File: src/sssp_regs.vh
`ifndef SSSP_REGS_VH
`define SSSP_REGS_VH
// register byte offsets
`define SSSP_TRANSMIT_STATUS_CONTROL_OFF 8'h00
`define SSSP_RECEIVE_STATUS_CONTROL_OFF 8'h04
`define SSSP_TXHOLD_OFF 8'h08
`define SSSP_RXDATA_OFF 8'h0C
`define SSSP_IRQEN_OFF 8'h10
`define SSSP_IRQFLG_OFF 8'h14
`define SSSP_BAUD_OFF 8'h18
`define SSSP_DIVLO_OFF 8'h1C
`define SSSP_DIVHI_OFF 8'h20
`define SSSP_CORE_OFF 8'h24
// transmit_status_control fields
`define SSSP_TX_CLOCK_SOURCE_SELECT 7
`define SSSP_TX_NINE 6
`define SSSP_TX_EN 5
`define SSSP_TX_SYNC 4
`define SSSP_TX_TRMT 1
`define SSSP_TX_NINTH 0
// receive_status_control fields
`define SSSP_RC_PEN 7
`define SSSP_RC_NINE 6
`define SSSP_RC_SINGLE_RECEIVE_ENABLE 5
`define SSSP_RC_CONTINUOUS_RECEIVE_ENABLE 4
`define SSSP_RC_OVERRUN_FLAG 1
`define SSSP_RC_NINTH 0
// irq enable / flag fields
`define SSSP_IRQ_RX 5
`define SSSP_IRQ_TX 4
// core control fields: global, peripheral enables; sleep
`define SSSP_CORE_GIE 7
`define SSSP_CORE_PERIPHERAL_IRQ_EN 6
`define SSSP_CORE_SLEEP 0
// reset values
`define SSSP_TRANSMIT_STATUS_CONTROL_RST 8'h02
`define SSSP_ZERO_RST 8'h00
`define SSSP_IRQFLG_RST 8'h10
// character lengths in shift clocks
`define SSSP_CHAR_BITS 4'h8
`define SSSP_CHAR9_BITS 4'h9
// bus response codes
`define SSSP_RESP_OKAY 2'h0
`define SSSP_RESP_SLVERR 2'h2
`endif

File: src/sssp_sync_slave.v
`timescale 1ns/1ps
// Function
// RQ1: slave mode when sync=1, port enable=1, clock source select=0; clock from pin.
// RQ2: transmitter when both receive enables clear, otherwise receiver.
// RQ3: during sleep first character loads shifter at once, second waits, ready flag clear.
// RQ4: after shift-out, pending moves to shifter and ready flag sets then.
// RQ5: ready flag with peripheral and transmit enables wakes core; global adds service.
// RQ6: ninth transmit bit taken from its field, loaded before the holding write.
// RQ7: transmit enable arms sending; holding register write starts a character.
// RQ8: slave reception behaves as continuous; single receive enable ignored.
// RQ9: continuous receive works during sleep and lands in receive data register.
// RQ10: receive-done with receive enable wakes core; global adds vectoring.
// RQ11: receive-done flag sets on completion; request only when enabled.
// RQ12: ninth receive bit shown for oldest queued character, read before data.
// RQ13: overrun cleared by clearing continuous receive; port disable resets all.
// RQ14: only synchronous slave mode runs during sleep.
// RQ15: both shifters clocked by external shift clock edges.
// RQ16: shift clock pin driver off in slave transmit or receive.
// RQ17: data changes on leading edge, sampled on trailing edge, one bit each.
// RQ18: two-character queue; third character sets overrun, keeps data, blocks reception.
// RQ19: pin events synchronised into system clock before flags update.
// RQ20: data read pops oldest; receive-done clears when queue empty.
`include "sssp_regs.vh"
module sssp_sync_slave #(
	parameter ADDR_W = 8
) (
	input wire aclk,
	input wire aresetn,
	input wire [ADDR_W-1:0] s_axi_awaddr,
	input wire s_axi_awvalid,
	output wire s_axi_awready,
	input wire [31:0] s_axi_wdata,
	input wire [3:0] s_axi_wstrb,
	input wire s_axi_wvalid,
	output wire s_axi_wready,
	output reg [1:0] s_axi_bresp,
	output reg s_axi_bvalid,
	input wire s_axi_bready,
	input wire [ADDR_W-1:0] s_axi_araddr,
	input wire s_axi_arvalid,
	output wire s_axi_arready,
	output reg [31:0] s_axi_rdata,
	output reg [1:0] s_axi_rresp,
	output reg s_axi_rvalid,
	input wire s_axi_rready,
	input wire shift_clock_pin_i,
	output wire shift_clock_pin_o,
	output wire shift_clock_pin_oe,
	input wire serial_data_pin_i,
	output reg serial_data_pin_o,
	output wire serial_data_pin_oe,
	output wire core_wake,
	output wire core_irq
);
	reg [7:0] transmit_status_control_r;
	reg [7:0] receive_status_control_r;
	reg [7:0] irqen_r;
	reg [7:0] baud_r;
	reg [7:0] divlo_r;
	reg [7:0] divhi_r;
	reg [7:0] core_r;
	reg [8:0] hold_r;
	reg hold_full_r;
	reg [8:0] tsh_r;
	reg tsh_busy_r;
	reg [3:0] tcnt_r;
	reg [8:0] rsh_r;
	reg [3:0] rcnt_r;
	reg [8:0] q0_r;
	reg [8:0] q1_r;
	reg [1:0] qcnt_r;
	reg overrun_flag_r;
	reg [2:0] ck_r;
	reg [1:0] dt_r;
	reg aw_got_r;
	reg w_got_r;
	reg [ADDR_W-1:0] awaddr_r;
	reg [31:0] wdata_r;
	reg [3:0] wstrb_r;

	wire port_en = receive_status_control_r[`SSSP_RC_PEN];
	wire slave_mode = transmit_status_control_r[`SSSP_TX_SYNC] & port_en & ~transmit_status_control_r[`SSSP_TX_CLOCK_SOURCE_SELECT]; // RQ1
	wire rx_mode = receive_status_control_r[`SSSP_RC_SINGLE_RECEIVE_ENABLE] | receive_status_control_r[`SSSP_RC_CONTINUOUS_RECEIVE_ENABLE]; // RQ2
	wire continuous_receive_enable = receive_status_control_r[`SSSP_RC_CONTINUOUS_RECEIVE_ENABLE];
	wire tx_active = slave_mode & ~rx_mode & transmit_status_control_r[`SSSP_TX_EN]; // RQ7
	// single receive alone never arms reception in slave mode
	wire rx_active = slave_mode & continuous_receive_enable; // RQ8
	// core control register stands in for sleep and enables
	wire sleeping = core_r[`SSSP_CORE_SLEEP];
	// other modes are clockless during sleep; nothing of them modelled here
	wire run_ok = slave_mode; // RQ14
	wire [3:0] nbits_t = transmit_status_control_r[`SSSP_TX_NINE] ? `SSSP_CHAR9_BITS : `SSSP_CHAR_BITS;
	wire [3:0] nbits_r = receive_status_control_r[`SSSP_RC_NINE] ? `SSSP_CHAR9_BITS : `SSSP_CHAR_BITS;

	// pin synchronisers; first stage read only by second
	always @(posedge aclk) begin
		if (!aresetn) begin
			ck_r <= 3'h0;
			dt_r <= 2'h0;
		end else begin
			ck_r <= {ck_r[1:0], shift_clock_pin_i}; // RQ19
			dt_r <= {dt_r[0], serial_data_pin_i};
		end
	end
	// leading edge is the rise, trailing edge the fall
	wire ck_lead = ck_r[1] & ~ck_r[2]; // RQ17
	wire ck_trail = ~ck_r[1] & ck_r[2]; // RQ17

	// only a master configuration may drive the clock pin
	assign shift_clock_pin_o = 1'b0;
	assign shift_clock_pin_oe = ~slave_mode & port_en & transmit_status_control_r[`SSSP_TX_CLOCK_SOURCE_SELECT]; // RQ16
	assign serial_data_pin_oe = tx_active;

	wire aw_take = s_axi_awvalid & ~aw_got_r;
	wire w_take = s_axi_wvalid & ~w_got_r;
	assign s_axi_awready = ~aw_got_r;
	assign s_axi_wready = ~w_got_r;
	wire wr_go = aw_got_r & w_got_r & ~s_axi_bvalid;
	wire wr_hit = wr_go & wstrb_r[0];
	wire [ADDR_W-1:0] wa = awaddr_r;
	wire txhold_wr = wr_hit & (wa == `SSSP_TXHOLD_OFF);
	assign s_axi_arready = ~s_axi_rvalid;
	wire rd_go = s_axi_arvalid & ~s_axi_rvalid;
	// a data read pops as the address is accepted
	wire rxdata_rd = rd_go & (s_axi_araddr == `SSSP_RXDATA_OFF);
	wire receive_status_control_wr = wr_hit & (wa == `SSSP_RECEIVE_STATUS_CONTROL_OFF);
	wire continuous_receive_enable_clr = receive_status_control_wr & continuous_receive_enable & ~wdata_r[`SSSP_RC_CONTINUOUS_RECEIVE_ENABLE];
	wire pen_clr = receive_status_control_wr & port_en & ~wdata_r[`SSSP_RC_PEN];
	// mapped aligned words answer okay, the rest slave error
	wire wr_addr_ok = (wa <= `SSSP_CORE_OFF) && (wa[1:0] == 2'h0);
	wire rd_addr_ok = (s_axi_araddr <= `SSSP_CORE_OFF) && (s_axi_araddr[1:0] == 2'h0);

	// transmit path
	wire tx_done = tx_active & tsh_busy_r & ck_trail & (tcnt_r == nbits_t - 4'h1);
	wire tx_free = ~tsh_busy_r | tx_done;
	// ready flag mirrors an empty holding register
	wire transmit_ready_flag = ~hold_full_r; // RQ3 RQ4
	always @(posedge aclk) begin
		if (!aresetn || pen_clr || !port_en) begin
			hold_r <= 9'h000;
			hold_full_r <= 1'b0;
			tsh_r <= 9'h000;
			tsh_busy_r <= 1'b0;
			tcnt_r <= 4'h0;
			serial_data_pin_o <= 1'b0;
		end else begin
			// holding write refused while a word still waits
			if (txhold_wr && !hold_full_r) begin
				hold_r <= {transmit_status_control_r[`SSSP_TX_NINTH], wdata_r[7:0]}; // RQ6 RQ7
				hold_full_r <= 1'b1;
			end
			if (tx_active && hold_full_r && tx_free) begin
				// pending word enters shifter when it frees up
				tsh_r <= hold_r; // RQ3 RQ4
				tsh_busy_r <= 1'b1;
				tcnt_r <= 4'h0;
				hold_full_r <= 1'b0;
			end else if (tx_done) begin
				tsh_busy_r <= 1'b0;
			end
			if (tx_active && tsh_busy_r && run_ok) begin
				if (ck_lead) begin
					serial_data_pin_o <= tsh_r[0]; // RQ15 RQ17
				end
				if (ck_trail && !tx_done) begin
					tsh_r <= {1'b0, tsh_r[8:1]};
					tcnt_r <= tcnt_r + 4'h1;
				end
			end else if (tx_active && hold_full_r && tx_free) begin
				serial_data_pin_o <= hold_r[0];
			end
		end
	end

	// receive path
	// shifter halts while an overrun stands
	wire rx_done = rx_active & ~overrun_flag_r & ck_trail & (rcnt_r == nbits_r - 4'h1);
	// last bit is taken straight from the pin with the done edge
	wire [8:0] rx_word = receive_status_control_r[`SSSP_RC_NINE] ? {dt_r[1], rsh_r[8:1]} : {1'b0, dt_r[1], rsh_r[8:2]};
	wire pop = rxdata_rd & (qcnt_r != 2'h0);
	wire overrun_flag_set = rx_done & (qcnt_r == 2'h2) & ~pop;
	// a third word lands only when a read frees a slot at once
	wire push = rx_done & ((qcnt_r != 2'h2) | pop);
	always @(posedge aclk) begin
		if (!aresetn || pen_clr || !port_en) begin
			rsh_r <= 9'h000;
			rcnt_r <= 4'h0;
			q0_r <= 9'h000;
			q1_r <= 9'h000;
			qcnt_r <= 2'h0;
			overrun_flag_r <= 1'b0;
		end else begin
			if (!rx_active) begin
				rcnt_r <= 4'h0;
			end else if (ck_trail && !overrun_flag_r && run_ok) begin
				rsh_r <= {dt_r[1], rsh_r[8:1]}; // RQ15 RQ17 RQ9
				rcnt_r <= rx_done ? 4'h0 : rcnt_r + 4'h1;
			end
			// a completing third word beats a clear in the same cycle
			if (overrun_flag_set) begin
				overrun_flag_r <= 1'b1; // RQ18
			end else if (continuous_receive_enable_clr) begin
				overrun_flag_r <= 1'b0; // RQ13
			end
			// pop and push in one cycle are both honoured
			case ({push, pop})
				2'b10: begin
					if (qcnt_r == 2'h0) begin
						q0_r <= rx_word;
					end else begin
						q1_r <= rx_word;
					end
					qcnt_r <= qcnt_r + 2'h1; // RQ11
				end
				2'b01: begin
					q0_r <= q1_r; // RQ20
					qcnt_r <= qcnt_r - 2'h1;
				end
				2'b11: begin
					if (qcnt_r == 2'h1) begin
						q0_r <= rx_word;
					end else begin
						q0_r <= q1_r;
						q1_r <= rx_word;
					end
				end
				default: begin
					qcnt_r <= qcnt_r;
				end
			endcase
		end
	end
	wire receive_done_flag = (qcnt_r != 2'h0); // RQ11 RQ20

	wire peripheral_irq_en = core_r[`SSSP_CORE_PERIPHERAL_IRQ_EN];
	wire tx_req = transmit_ready_flag & irqen_r[`SSSP_IRQ_TX] & tx_active;
	wire rx_req = receive_done_flag & irqen_r[`SSSP_IRQ_RX]; // RQ11
	wire any_req = tx_req | rx_req;
	// wake and request leave the block from flip-flops
	reg wake_r;
	reg irq_r;
	always @(posedge aclk) begin
		if (!aresetn) begin
			wake_r <= 1'b0;
			irq_r <= 1'b0;
		end else begin
			wake_r <= sleeping & peripheral_irq_en & any_req; // RQ5 RQ10
			irq_r <= core_r[`SSSP_CORE_GIE] & peripheral_irq_en & any_req; // RQ5 RQ10
		end
	end
	assign core_wake = wake_r;
	assign core_irq = irq_r;

	// register write side
	always @(posedge aclk) begin
		if (!aresetn) begin
			aw_got_r <= 1'b0;
			w_got_r <= 1'b0;
			awaddr_r <= {ADDR_W{1'b0}};
			wdata_r <= 32'h00000000;
			wstrb_r <= 4'h0;
			s_axi_bvalid <= 1'b0;
			s_axi_bresp <= 2'h0;
			transmit_status_control_r <= `SSSP_TRANSMIT_STATUS_CONTROL_RST;
			receive_status_control_r <= `SSSP_ZERO_RST;
			irqen_r <= `SSSP_ZERO_RST;
			baud_r <= `SSSP_ZERO_RST;
			divlo_r <= `SSSP_ZERO_RST;
			divhi_r <= `SSSP_ZERO_RST;
			core_r <= `SSSP_ZERO_RST;
		end else begin
			if (aw_take) begin
				aw_got_r <= 1'b1;
				awaddr_r <= s_axi_awaddr;
			end
			if (w_take) begin
				w_got_r <= 1'b1;
				wdata_r <= s_axi_wdata;
				wstrb_r <= s_axi_wstrb;
			end
			if (wr_go) begin
				aw_got_r <= 1'b0;
				w_got_r <= 1'b0;
				s_axi_bvalid <= 1'b1;
				s_axi_bresp <= wr_addr_ok ? `SSSP_RESP_OKAY : `SSSP_RESP_SLVERR;
			end else if (s_axi_bready) begin
				s_axi_bvalid <= 1'b0;
			end
			if (wr_hit) begin
				case (wa)
					`SSSP_TRANSMIT_STATUS_CONTROL_OFF: transmit_status_control_r <= {wdata_r[7:2], 1'b0, wdata_r[0]};
					`SSSP_RECEIVE_STATUS_CONTROL_OFF: begin
						// disabling the port resets the whole port
						if (!wdata_r[`SSSP_RC_PEN]) begin
							receive_status_control_r <= `SSSP_ZERO_RST; // RQ13
						end else begin
							receive_status_control_r <= {wdata_r[7:2], 2'h0};
						end
					end
					`SSSP_IRQEN_OFF: irqen_r <= wdata_r[7:0];
					`SSSP_BAUD_OFF: baud_r <= wdata_r[7:0];
					`SSSP_DIVLO_OFF: divlo_r <= wdata_r[7:0];
					`SSSP_DIVHI_OFF: divhi_r <= wdata_r[7:0];
					`SSSP_CORE_OFF: core_r <= wdata_r[7:0];
					default: core_r <= core_r;
				endcase
			end
		end
	end

	// register read side
	// shifter-empty and flag bits are live views
	wire [7:0] transmit_status_control_v = {transmit_status_control_r[7:2], ~tsh_busy_r, transmit_status_control_r[0]};
	wire [7:0] receive_status_control_v = {receive_status_control_r[7:2], overrun_flag_r, q0_r[8]}; // RQ12
	wire [7:0] irqflg_v = {2'h0, receive_done_flag, transmit_ready_flag, 4'h0};
	reg [31:0] rd_v;
	always @* begin
		rd_v = 32'h00000000;
		case (s_axi_araddr)
			`SSSP_TRANSMIT_STATUS_CONTROL_OFF: rd_v = {24'h000000, transmit_status_control_v};
			`SSSP_RECEIVE_STATUS_CONTROL_OFF: rd_v = {24'h000000, receive_status_control_v};
			`SSSP_RXDATA_OFF: rd_v = {24'h000000, q0_r[7:0]}; // RQ12
			`SSSP_IRQEN_OFF: rd_v = {24'h000000, irqen_r};
			`SSSP_IRQFLG_OFF: rd_v = {24'h000000, irqflg_v};
			`SSSP_BAUD_OFF: rd_v = {24'h000000, baud_r};
			`SSSP_DIVLO_OFF: rd_v = {24'h000000, divlo_r};
			`SSSP_DIVHI_OFF: rd_v = {24'h000000, divhi_r};
			`SSSP_CORE_OFF: rd_v = {24'h000000, core_r};
			default: rd_v = 32'h00000000;
		endcase
	end
	always @(posedge aclk) begin
		if (!aresetn) begin
			s_axi_rvalid <= 1'b0;
			s_axi_rdata <= 32'h00000000;
			s_axi_rresp <= 2'h0;
		end else if (rd_go) begin
			s_axi_rvalid <= 1'b1;
			s_axi_rdata <= rd_v;
			s_axi_rresp <= rd_addr_ok ? `SSSP_RESP_OKAY : `SSSP_RESP_SLVERR;
		end else if (s_axi_rready) begin
			s_axi_rvalid <= 1'b0;
		end
	end
endmodule

File: config.mk
export PLATFORM = sky130hd
export DESIGN_NAME = sssp_sync_slave
export DESIGN_NICKNAME = d
export VERILOG_FILES = /design/src/sssp_sync_slave.v
export VERILOG_INCLUDE_DIRS = /design/src
export SDC_FILE = /design/constraint.sdc
export NUM_CORES = 1
export LEC_CHECK = 0
export BUFFER_PORTS_ARGS = -buffer_cell sky130_fd_sc_hd__buf_2
export CAP_MARGIN = 20
export CORE_MARGIN = 2
export CORE_UTILIZATION = 61
export DETAILED_ROUTE_END_ITERATION = 6
export GPL_ROUTABILITY_DRIVEN = 0
export PLACE_DENSITY = 0.89
export REMOVE_ABC_BUFFERS = 1
export SLEW_MARGIN = 20
export SYNTH_ARGS = -nofsm -noshare
export SYNTH_HDL_FRONTEND = slang
export SYNTH_SLANG_ARGS = --single-unit
export TNS_END_PERCENT = 10
File: constraint.sdc
create_clock -name aclk -period 9.18 [get_ports aclk]
set_clock_uncertainty 0.15 [all_clocks]
set_input_delay 2.754 -clock aclk [delete_from_list [all_inputs] [get_ports aclk]]
set_output_delay 2.754 -clock aclk [all_outputs]
set_load 0.05 [all_outputs]
==> reports/metrics.csv, run 1 <==
stage,metric,value,unit
run_status,status,finished clean,
cts,clock_latency,0.43,ns
min_path,holdPathEnd,ck_r[1],
global_route,grt-ovfl-total,0,
placement,hpwl,11050,um
logic_synthesis,synth_top_area_cell,dfxtp_1,
power,ir_drop,0.1774,mV
setup_path,timing.rr.end,q1_r[4],
cts,htree_levels,4,
power,p_comb_frac,0.061,
timing,tightest_slew,0.9476,ns
logic_synthesis,syn_avg_cell_area,8.967,sq um
power,leakage,3.086,nW
logic_synthesis,yosys-top-cells-area,"dfxtp_1 42%, mux2i_1 12%, nor2b_1 4.8%",
min_path,worstHoldPathCells,1,
floorplanning,coreArea,0.01142,sq mm
timing,final_max_slew_viol_count,0,
global_route,grt_pass1_wl,27230,um
logic_synthesis,ys_seq_area_frac,0.4179,
floorplanning,die-height,112.2,um
cts,cts_root_buf,clkbuf_16,
cts,cts_tree,built,
cts,clk_pin_slew,0.06,ns
cells_and_area,area_growth,12.04,%
global_route,first_global_vias,5521,
setup_path,slowest_stage,a2111oi_2,
logic_synthesis,synth_edf_count,0,
min_path,hold_class,reg -> reg,
min_path,min-delay-start,ck_r[0],
timing,post-route-period-util,0.5761,
cells_and_area,nets,888,
detailed_routing,drt_wl_total,16720,um
power,switching_share,0.2326,
logic_synthesis,ys_types,68,
power,seqPwrFrac,0.428,
setup_path,cp_top_family,simple AND/OR/NAND/NOR gates,
setup_path,crit_fanout,33,
cells_and_area,instances_no_fill,978,
logic_synthesis,synth_top_cell_area_share,0.4179,
cells_and_area,final_cell_mix,"149 x dfxtp_1, 86 x nand2_1, 84 x mux2i_1",
cts,cts_resized,0,
setup_path,rrSetupSlack,6.25,ns
flow_run,maxCapViolCount,0,
placement,place_inst,945,
timing,setup_viol_count_final,0,
timing,rsz0062_at_grt,false,
setup_path,worst-path-buf-inv,2,
setup_path,reg2regPathDepth,6,
logic_synthesis,async_flop_share,0,
detailed_routing,vias,5958,
power,p_int,1.195,mW
power,p_clk_frac,0.511,
cells_and_area,mostFrequentLayoutCell,dfxtp_1,
setup_path,cp.required,9.33,ns
power,powerDensity,194.6,mW/mm^2
detailed_routing,wire_per_inst,17.10,um
timing,finalSetupTns,0,ns
timing,max_slew_margin,0.3634,
detailed_routing,antenna_left,0,
setup_path,r2r-start,receive_status_control_r[7],
detailed_routing,drt_iter0_drc,425,
cells_and_area,diodes,0,
setup_path,worstSetupPathType,in -> reg,
timing,fmax,189.1,MHz
cts,postCtsSetupRepairBufs,0,
detailed_routing,first_pass_iters,7,
logic_synthesis,ys_ff_latch,149,
logic_synthesis,syn_area,0.007138,sq mm
detailed_routing,drc_errors,0,
logic_synthesis,ys_warn_count,0,
logic_synthesis,ys.flop_type,dfxtp_1,
floorplanning,ioPinCount,108,
floorplanning,rows,39,
setup_path,critPathMaxStageDelay,0.61,ns
cts,hold_buffers,0,
floorplanning,start_util,0.6251,
floorplanning,die-area,0.01258,sq mm
detailed_routing,via_per_inst,6.092,
global_route,grt_use_total,0.2679,
global_route,grt_max_degree,52,
logic_synthesis,syn_inst,796,
cts,clk_path_buf_depth,2,
floorplanning,die_x,112.2,um
setup_path,cp.arrival,5.44,ns
timing,period_needed,5.289,ns
setup_path,startpoint_type,input port,
power,p_sw,0.3620,mW
setup_path,crit_path_cell_trace,buf_2 -> nand4bb_1 -> or4_4 -> a2111oi_2 -> buf_4 -> mux2i_1 -> nor2_2,
placement,portBuffers,53,
cts,clock_sinks,149,
global_route,antenna_found_initial,0,
setup_path,endpoint_kind,flip-flop,
cts,cts_buffers,17,
timing,hold_viol,0,
cells_and_area,drive_above_1_share,0.1425,
[through the flow]
| step | worst slack [ns] | utilization | total power [mW] | hold slack [ns] | cell area [sq um] |
|---|---|---|---|---|---|
| finish | 3.891 | 0.7004 | 1.557 | 0.2918 | 7998 |
| detailed placement | 3.536 | 0.6405 | 0.7731 | 0.2766 | 7313 |
| global route | 3.773 | 0.7004 | 1.595 | 0.3182 | 7998 |
| global placement | 3.558 | 0.6405 | 0.7715 | 0.2652 | 7313 |
| floorplan | 3.740 | - | 0.7393 | 0.2618 | 6815 |
| CTS | 3.929 | 0.6998 | 1.559 | 0.2932 | 7990 |
[power groups by stage]
stage          registers [mW]  logic [mW]  clock network [mW]
6_report                0.666      0.0946               0.796
5_1_grt                 0.667       0.100               0.828
4_1_cts                 0.666      0.0934               0.800
3_5_place_dp            0.680      0.0931                   0
3_3_place_gp            0.680      0.0919                   0
2_1_floorplan           0.681      0.0587                   0
[cell type report]
cell class                 count  area [sq um]
tap                          143         178.9
sequential                   149          2983
multi-input combinational    584          3804
clock buffer                  18         429.2
timing repair buffer          60         317.8
fill                         852          3421
clock inverter                14         247.7
inverter                      10         37.54
[how the worst max path moves through the flow]
stage	cells after the start	startpoint	slack, ns	to
after floorplan	5	s_axi_araddr[4]	3.74	q1_r[1]
after global placement	7	s_axi_araddr[3]	3.56	q1_r[4]
after detailed placement	7	s_axi_araddr[3]	3.54	q1_r[4]
after CTS	7	s_axi_araddr[3]	3.93	q1_r[4]
after global routing	7	s_axi_araddr[3]	3.77	q1_r[6]
final	7	s_axi_araddr[3]	3.89	q1_r[4]
[cells by family after synthesis]
kind of cell	share of synthesized area
fa+ha+maj	0.008764
xor+xnor	0.002454
other cells	0.0005254
compound gates	0.1325
buf+inv	0.06415
simple gates	0.2338
flops	0.4179
mux	0.1399
[registers in the layout (all words and copies together), names as in the netlist, 2 cells and up]
| name | cells |
|---|---|
| core_r | 8 |
| dt_r | 2 |
| hold_r | 9 |
| transmit_status_control_r | 7 |
| s_axi_rdata | 8 |
| irqen_r | 8 |
| qcnt_r | 2 |
| divhi_r | 8 |
| q0_r | 9 |
| baud_r | 8 |
| tsh_r | 9 |
| q1_r | 9 |
| rsh_r | 8 |
| receive_status_control_r | 6 |
| rcnt_r | 4 |
| tcnt_r | 4 |
| ck_r | 3 |
| wdata_r | 8 |
| awaddr_r | 8 |
| divlo_r | 8 |
[Yosys cell counts, drive strengths merged, types with 8 or more instances]
cell type  instances
nor2              55
dfxtp            149
clkbuf            40
mux2              12
nand3             30
mux2i             84
nand2             86
nand4             10
o21ai             30
a21oi             23
a21boi            26
a221oi             8
nor2b             55
buf               39
nor3              15
inv               10
and2              13
[per-layer routing]
layer / GRT usage / vias to the layer above / routed length [um]
met2: 0.4229 / 244 / 7749
li1: - / 2824 / -
met4: 0.09756 / 0 / 452
met3: 0.06641 / 46 / 1160
met1: 0.3591 / 2844 / 7362
met5: 0 / - / 0
Note: power is estimated with default switching activity, not from simulation.
==> inputs of run 2 (changes only) <==
--- a/config.mk
+++ b/config.mk
@@ -6,13 +6,14 @@
 export SDC_FILE = /design/constraint.sdc
 export NUM_CORES = 1
 export LEC_CHECK = 0
+export ABC_AREA = 1
 export BUFFER_PORTS_ARGS = -buffer_cell sky130_fd_sc_hd__buf_2
 export CAP_MARGIN = 20
 export CORE_MARGIN = 2
-export CORE_UTILIZATION = 61
+export CORE_UTILIZATION = 57
 export DETAILED_ROUTE_END_ITERATION = 6
 export GPL_ROUTABILITY_DRIVEN = 0
-export PLACE_DENSITY = 0.89
+export PLACE_DENSITY = 0.84
 export REMOVE_ABC_BUFFERS = 1
 export SLEW_MARGIN = 20
 export SYNTH_ARGS = -nofsm -noshare
==> constraint.sdc (replaced) <==
create_clock -name aclk -period 5.4 [get_ports aclk]
set_clock_uncertainty 0.15 [all_clocks]
set_input_delay 1.62 -clock aclk [delete_from_list [all_inputs] [get_ports aclk]]
set_output_delay 1.62 -clock aclk [all_outputs]
set_load 0.05 [all_outputs]
==> reports/metrics.csv, run 2 <==
stage,metric,value,unit,change
global_route,antenna_found_initial,0,,unchanged
run_status,status,finished clean,,unchanged
floorplanning,start_util,0.5817,,was 0.6251
flow_run,maxCapViolCount,0,,unchanged
timing,period_needed,3.373,ns,
placement,portBuffers,53,,unchanged
timing,tightest_slew,1.084,ns,was 0.9476 ns
min_path,hold_class,reg -> reg,,unchanged
global_route,use_met1,0.3451,,was 0.3591
cts,cts_resized,0,,unchanged
placement,dpl_cell_area,0.007138,sq mm,was 0.007313 sq mm
timing,setup_viol_count_final,0,,unchanged
global_route,grt_pass1_wl,28060,um,"was 27,230 um"
global_route,grt_use_total,0.2700,,was 0.2679
timing,finalSetupTns,0,ns,unchanged
timing,rsz0062_at_grt,false,,unchanged
logic_synthesis,synth_top_area_cell,dfxtp_1,,unchanged
logic_synthesis,syn_inst,988,,was 796
cts,cts_buffers,17,,unchanged
floorplanning,die_x,114.5,um,was 112.2 um
logic_synthesis,yosysMostFrequentCell,nand2_1,,was dfxtp_1
logic_synthesis,synth_compound_area_frac,0.1500,,was 0.1325
logic_synthesis,yosys-top-cells-area,"dfxtp_1 43%, nand2_1 13%, nor2_1 7.8%",,"was dfxtp_1 42%, mux2i_1 12%, nor2b_1 4.8%"
timing,max_slew_margin,0.2763,,was 0.3634
detailed_routing,via_per_inst,5.458,,was 6.092
detailed_routing,drt_wl_total,16980,um,"was 16,720 um"
cells_and_area,fin_util,0.6497,,was 0.7004
logic_synthesis,ys_ff_latch,149,,unchanged
logic_synthesis,synth.mux.area_fraction,0.003057,,was 0.1399
global_route,grt_max_degree,55,,was 52
cells_and_area,final_cell_mix,"238 x nand2_1, 149 x dfxtp_1, 145 x nor2_1",,"was 149 x dfxtp_1, 86 x nand2_1, 84 x mux2i_1"
power,ir_drop,0.2299,mV,was 0.1774 mV
power,leakage,3.444,nW,was 3.086 nW
cts,clk_path_buf_depth,2,,unchanged
timing,layout_setup_ws,2.027,ns,was 3.891 ns
setup_path,startpoint_type,flip-flop,,was input port
logic_synthesis,synth_edf_count,0,,unchanged
cells_and_area,area_growth,11.69,%,was 12.04%
setup_path,reg2regPathDepth,10,,was 6
logic_synthesis,async_flop_share,0,,unchanged
logic_synthesis,ys_warn_count,0,,unchanged
cells_and_area,drive_above_1_share,0.1254,,was 0.1425
cts,cts_tree,built,,unchanged
detailed_routing,drt_iter0_drc,708,,was 425
placement,place_ws,1.692,ns,was 3.536 ns
setup_path,r2r-start,s_axi_bvalid,,was receive_status_control_r[7]
min_path,holdPathEnd,dt_r[1],,was ck_r[1]
cells_and_area,diodes,0,,unchanged
cts,cts_root_buf,clkbuf_16,,unchanged
placement,place_inst,1154,,was 945
cts,clock_sinks,149,,unchanged
placement,hpwl,11550,um,"was 11,050 um"
setup_path,rrSetupSlack,2.78,ns,was 6.25 ns
logic_synthesis,syn_area,0.006958,sq mm,was 0.007138 sq mm
detailed_routing,wire_per_inst,14.34,um,was 17.10 um
setup_path,endpoint_kind,primary output,,was flip-flop
logic_synthesis,synthXorXnorAreaFrac,0.005035,,was 0.002454
detailed_routing,vias,6462,,"was 5,958"
cts,clk_pin_slew,0.06,ns,about the same
logic_synthesis,synth_adder_area_share,0.008991,,was 0.008764
global_route,first_global_vias,5891,,"was 5,521"
setup_path,worstSetupPathType,reg -> out,,was in -> reg
setup_path,timing.rr.end,rcnt_r[3],,was q1_r[4]
floorplanning,coreArea,0.01196,sq mm,was 0.01142 sq mm
timing,hold_viol,0,,unchanged
cts,hold_buffers,0,,unchanged
floorplanning,ioPinCount,108,,unchanged
power,powerDensity,330.6,mW/mm^2,was 194.6 mW/mm^2
cells_and_area,nets,1092,,was 888
global_route,grt-ovfl-total,0,,unchanged
setup_path,cp.arrival,1.60,ns,was 5.44 ns
detailed_routing,drc_errors,0,,unchanged
min_path,worstHoldPathCells,2,,was 1
floorplanning,die-area,0.01311,sq mm,was 0.01258 sq mm
detailed_routing,first_pass_iters,7,,unchanged
floorplanning,die-height,114.5,um,was 112.2 um
global_route,busiest_layer,met2,,unchanged
cells_and_area,final_area,0.007771,sq mm,was 0.007998 sq mm
logic_synthesis,syn_avg_cell_area,7.042,sq um,was 8.967 sq um
setup_path,crit_fanout,4,,was 33
setup_path,cp.required,3.63,ns,was 9.33 ns
logic_synthesis,synth_commonest_cells,"238 x nand2_1, 149 x dfxtp_1, 145 x nor2_1",,"was 149 x dfxtp_1, 86 x nand2_1, 84 x mux2i_1"
global_route,grtUsageMet2,0.4465,,was 0.4229
logic_synthesis,ys_types,43,,was 68
cts,clock_latency,0.42,ns,was 0.43 ns
cells_and_area,mostFrequentLayoutCell,nand2_1,,was dfxtp_1
timing,post-route-period-util,0.6247,,
timing,final_max_slew_viol_count,0,,unchanged
logic_synthesis,ys.flop_type,dfxtp_1,,unchanged
logic_synthesis,synth_top_family_by_area,simple AND/OR/NAND/NOR gates,,unchanged
detailed_routing,antenna_left,0,,unchanged
logic_synthesis,ys_seq_area_frac,0.4287,,was 0.4179
min_path,min-delay-start,dt_r[0],,was ck_r[0]
cells_and_area,instances_no_fill,1184,,was 978
cts,htree_levels,4,,unchanged
global_route,grtUsageMet3,0.06723,,was 0.06641
floorplanning,rows,40,,was 39
logic_synthesis,synthSimpleGateAreaFrac,0.3025,,was 0.2338
logic_synthesis,synth_top_cell_area_share,0.4287,,was 0.4179
timing,fmax,296.4,MHz,
cts,postCtsSetupRepairBufs,0,,unchanged
==> run 2: layer usage <==
metal | part of all wire | wire [um]
met5 | 0 | 0
met4 | 0.021 | 359
met3 | 0.075 | 1272
met2 | 0.47 | 8009
met1 | 0.43 | 7340
==> run 2: cell families after synthesis <==
kind of cell	Yosys count
flip-flops	149
XOR/XNOR	4
multiplexers	2
AND/OR/NAND/NOR	488
adder cells (fa/ha/maj)	5
other	1
buffers and inverters	148
AO/OA/AOI/OAI	191
==> run 2: stage by stage <==
stage,power [mW],hold slack [ns]
floorplan,1.258,0.2400
global placement,1.303,0.2467
detailed placement,1.305,0.2495
CTS,2.567,0.2626
global route,2.630,0.2841
finish,2.569,0.2669
==> run 2: worst max path at each step <==
| stage | startpoint | endpoint | cells after the start |
|---|---|---|---|
| finish | receive_status_control_r[4] | serial_data_pin_oe | 6 |
| global route | s_axi_araddr[5] | s_axi_rdata[7] | 12 |
| CTS | receive_status_control_r[4] | serial_data_pin_oe | 6 |
| detailed placement | s_axi_araddr[5] | s_axi_rdata[7] | 12 |
| global placement | s_axi_araddr[5] | s_axi_rdata[6] | 12 |
| floorplan | s_axi_araddr[5] | s_axi_rdata[7] | 11 |
==> run 2: area by class of cell <==
type | instances | area (sq um)
well taps | 147 | 183.9
inverters | 86 | 322.8
multi-input cells | 717 | 3368
fillers | 1030 | 4190
flip-flops and latches | 149 | 2983
clock buffers | 17 | 425.4
clock inverters | 13 | 207.7
repair buffers | 55 | 280.3
==> run 2: report_power, final <==
group / leakage (nW) / total [mW] / switching [mW] / internal (mW)
combinational: 1.94 / 0.157 / 0.128 / 0.0293
sequential: 1.21 / 1.13 / 0.0116 / 1.12
clock: 0.297 / 1.29 / 0.471 / 0.814
==> run 2: worst max-delay path: stages (launching register included) <==
cell     delay (ns)
dfxtp_1        0.33
inv_2          0.11
nand2_1        0.07
nor2_1         0.16
nand2_1        0.10
inv_1          0.13
buf_2          0.28
==> inputs of run 3 (changes only) <==
--- a/config.mk
+++ b/config.mk
@@ -6,14 +6,14 @@
 export SDC_FILE = /design/constraint.sdc
 export NUM_CORES = 1
 export LEC_CHECK = 0
-export ABC_AREA = 1
+export ABC_AREA = 0
 export BUFFER_PORTS_ARGS = -buffer_cell sky130_fd_sc_hd__buf_2
 export CAP_MARGIN = 20
 export CORE_MARGIN = 2
-export CORE_UTILIZATION = 57
+export CORE_UTILIZATION = 52
 export DETAILED_ROUTE_END_ITERATION = 6
 export GPL_ROUTABILITY_DRIVEN = 0
-export PLACE_DENSITY = 0.84
+export PLACE_DENSITY = 0.81
 export REMOVE_ABC_BUFFERS = 1
 export SLEW_MARGIN = 20
 export SYNTH_ARGS = -nofsm -noshare
==> constraint.sdc (replaced) <==
create_clock -name aclk -period 2.7 [get_ports aclk]
set_clock_uncertainty 0.15 [all_clocks]
set_input_delay 0.81 -clock aclk [delete_from_list [all_inputs] [get_ports aclk]]
set_output_delay 0.81 -clock aclk [all_outputs]
set_load 0.05 [all_outputs]
==> reports/metrics.csv, run 3 (synthesis gave the netlist of run 1 again) <==
stage,metric,value,unit,change
setup_path,cp.required,1.74,ns,was 3.63 ns
power,leakage,3.252,nW,was 3.444 nW
detailed_routing,met3_length,854,um,was 1272 um
min_path,hold_class,reg -> reg,,unchanged
timing,tightest_slew,0.6549,ns,was 1.084 ns
setup_path,worstSetupPathType,reg -> out,,unchanged
floorplanning,coreArea,0.01335,sq mm,was 0.01196 sq mm
cts,clock_sinks,149,,unchanged
global_route,grt_use_total,0.2345,,was 0.2700
power,ir_drop,0.3836,mV,was 0.2299 mV
setup_path,endpoint_kind,primary output,,unchanged
cts,clk_pin_slew,0.06,ns,about the same
setup_path,critPathMaxStageDelay,0.51,ns,was 0.33 ns
detailed_routing,drt_wl_total,16740,um,"was 16,980 um"
detailed_routing,drt_iter0_drc,437,,was 708
timing,setup_viol_count_final,0,,unchanged
power,powerDensity,607.0,mW/mm^2,was 330.6 mW/mm^2
cells_and_area,final_area,0.008290,sq mm,was 0.007771 sq mm
floorplanning,ioPinCount,108,,unchanged
placement,portBuffers,53,,unchanged
timing,max_slew_margin,0.5601,,was 0.2763
placement,place_ws,-0.3699,ns,was 1.692 ns
cells_and_area,mostFrequentLayoutCell,dfxtp_1,,was nand2_1
cts,cts_buffers,17,,unchanged
timing,layout_setup_ws,0.02728,ns,was 2.027 ns
detailed_routing,antenna_left,0,,unchanged
setup_path,crit_fanout,3,,was 4
detailed_routing,via_per_inst,5.569,,was 5.458
detailed_routing,drc_errors,0,,unchanged
floorplanning,die-area,0.01468,sq mm,was 0.01311 sq mm
global_route,grt-ovfl-total,0,,unchanged
setup_path,slowest_stage,or3b_2,,was dfxtp_1
detailed_routing,first_pass_iters,5,,was 7
detailed_routing,vias,5836,,"was 6,462"
run_status,status,finished clean,,unchanged
cells_and_area,diodes,0,,unchanged
cells_and_area,final_cell_mix,"149 x dfxtp_1, 86 x nand2_1, 84 x mux2i_1",,"was 238 x nand2_1, 149 x dfxtp_1, 145 x nor2_1"
global_route,first_global_vias,5483,,"was 5,891"
timing,fmax,374.2,MHz,
detailed_routing,wl_met1,7814,um,was 7340 um
timing,finalSetupTns,0,ns,unchanged
detailed_routing,wire_per_inst,15.97,um,was 14.34 um
cts,clk_path_buf_depth,2,,unchanged
placement,hpwl,11550,um,about the same
setup_path,cp_top_family,simple AND/OR/NAND/NOR gates,,was buffers and inverters
global_route,antenna_found_initial,0,,unchanged
floorplanning,start_util,0.5348,,was 0.5817
power,power.total,5.032,mW,was 2.569 mW
flow_run,maxCapViolCount,0,,unchanged
global_route,grt_pass1_wl,27030,um,"was 28,060 um"
timing,final_max_slew_viol_count,0,,unchanged
cts,cts_tree,built,,unchanged
floorplanning,rows,42,,was 40
cts,cts_root_buf,clkbuf_16,,unchanged
timing,hold_viol,0,,unchanged
cells_and_area,drive_above_1_share,0.1800,,was 0.1254
setup_path,cp.arrival,1.71,ns,was 1.60 ns
detailed_routing,wl_met2,7579,um,was 8009 um
cells_and_area,nets,925,,"was 1,092"
cells_and_area,area_growth,16.14,%,was 11.69%
placement,place_inst,1016,,"was 1,154"
cells_and_area,fin_util,0.6211,,was 0.6497
timing,post-route-period-util,0.9899,,
floorplanning,die-height,121.2,um,was 114.5 um
global_route,grt_max_degree,50,,was 55
cts,hold_buffers,0,,unchanged
timing,whs,0.2816,ns,was 0.2669 ns
detailed_routing,highest_layer,met4,,unchanged
cts,clock_latency,0.43,ns,was 0.42 ns
timing,period_needed,2.673,ns,
placement,dpl_cell_area,0.007652,sq mm,was 0.007138 sq mm
setup_path,startpoint_type,flip-flop,,unchanged
setup_path,worst-path-buf-inv,1,,was 3
cells_and_area,instances_no_fill,1048,,"was 1,184"
floorplanning,die_x,121.2,um,was 114.5 um
cts,postCtsSetupRepairBufs,0,,unchanged
cts,htree_levels,4,,unchanged
setup_path,crit_path_cell_trace,or3b_2 -> nor2_2 -> buf_6,,was inv_2 -> nand2_1 -> nor2_1 -> nand2_1 -> inv_1 -> buf_2
-- run 3: cell count changes in the layout (fill, tap and decap cells not counted), moves of 31 or more --
cell | previous run | this run
buf_4 | 2 | 43
nor2b_1 | 0 | 55
nand3_1 | 61 | 30
mux2i_1 | 1 | 84
inv_1 | 74 | 10
nor2_1 | 145 | 52
nand2_1 | 238 | 86
a21oi_1 | 79 | 23
-- run 3: per-layer routing --
metal | up-vias | track usage
li1 | 2883 | -
met1 | 2752 | 0.3104
met2 | 164 | 0.3704
met3 | 37 | 0.04887
met4 | 0 | 0.1027
met5 | - | 0
-- run 3: path summary, 6_finish.rpt --
kind / slack, ns / cells after the start / startpoint / end
setup reg to reg: 0.23 / 8 / qcnt_r[0] / q0_r[4]
hold / removal: 0.28 / 1 / dt_r[0] / dt_r[1]
hold reg to reg: 0.28 / 1 / dt_r[0] / dt_r[1]
setup / recovery: 0.03 / 3 / transmit_status_control_r[5] / serial_data_pin_oe
-- run 3: repair_timing --
item                       4_1_cts  5_1_grt
gates resized for setup          2        2
hold endpoints to repair         0        0
setup endpoints to repair        1        5
-- run 3: area by class of cell --
type,instances,area (sq um)
clock inverter,7,91.34
clock buffer,25,525.5
sequential,149,2983
fill,1127,5057
inverter,10,37.54
tap,176,220.2
timing repair buffer,97,614.3
multi-input combinational,584,3819
-- run 3: worst register-to-register path: cells and delay by family, from the launching register on --
kind,cells,cell delay (ns)
fa+ha+maj,1,0.33
flops,1,0.37
compound gates,2,0.36
buf+inv,3,0.48
simple gates,2,0.69
-- run 3: where the power goes --
| part | internal, mW | switching (mW) |
|---|---|---|
| registers | 2.23 | 0.0410 |
| logic | 0.108 | 0.235 |
| clock network | 1.53 | 0.894 |
| total | 3.86 | 1.17 |
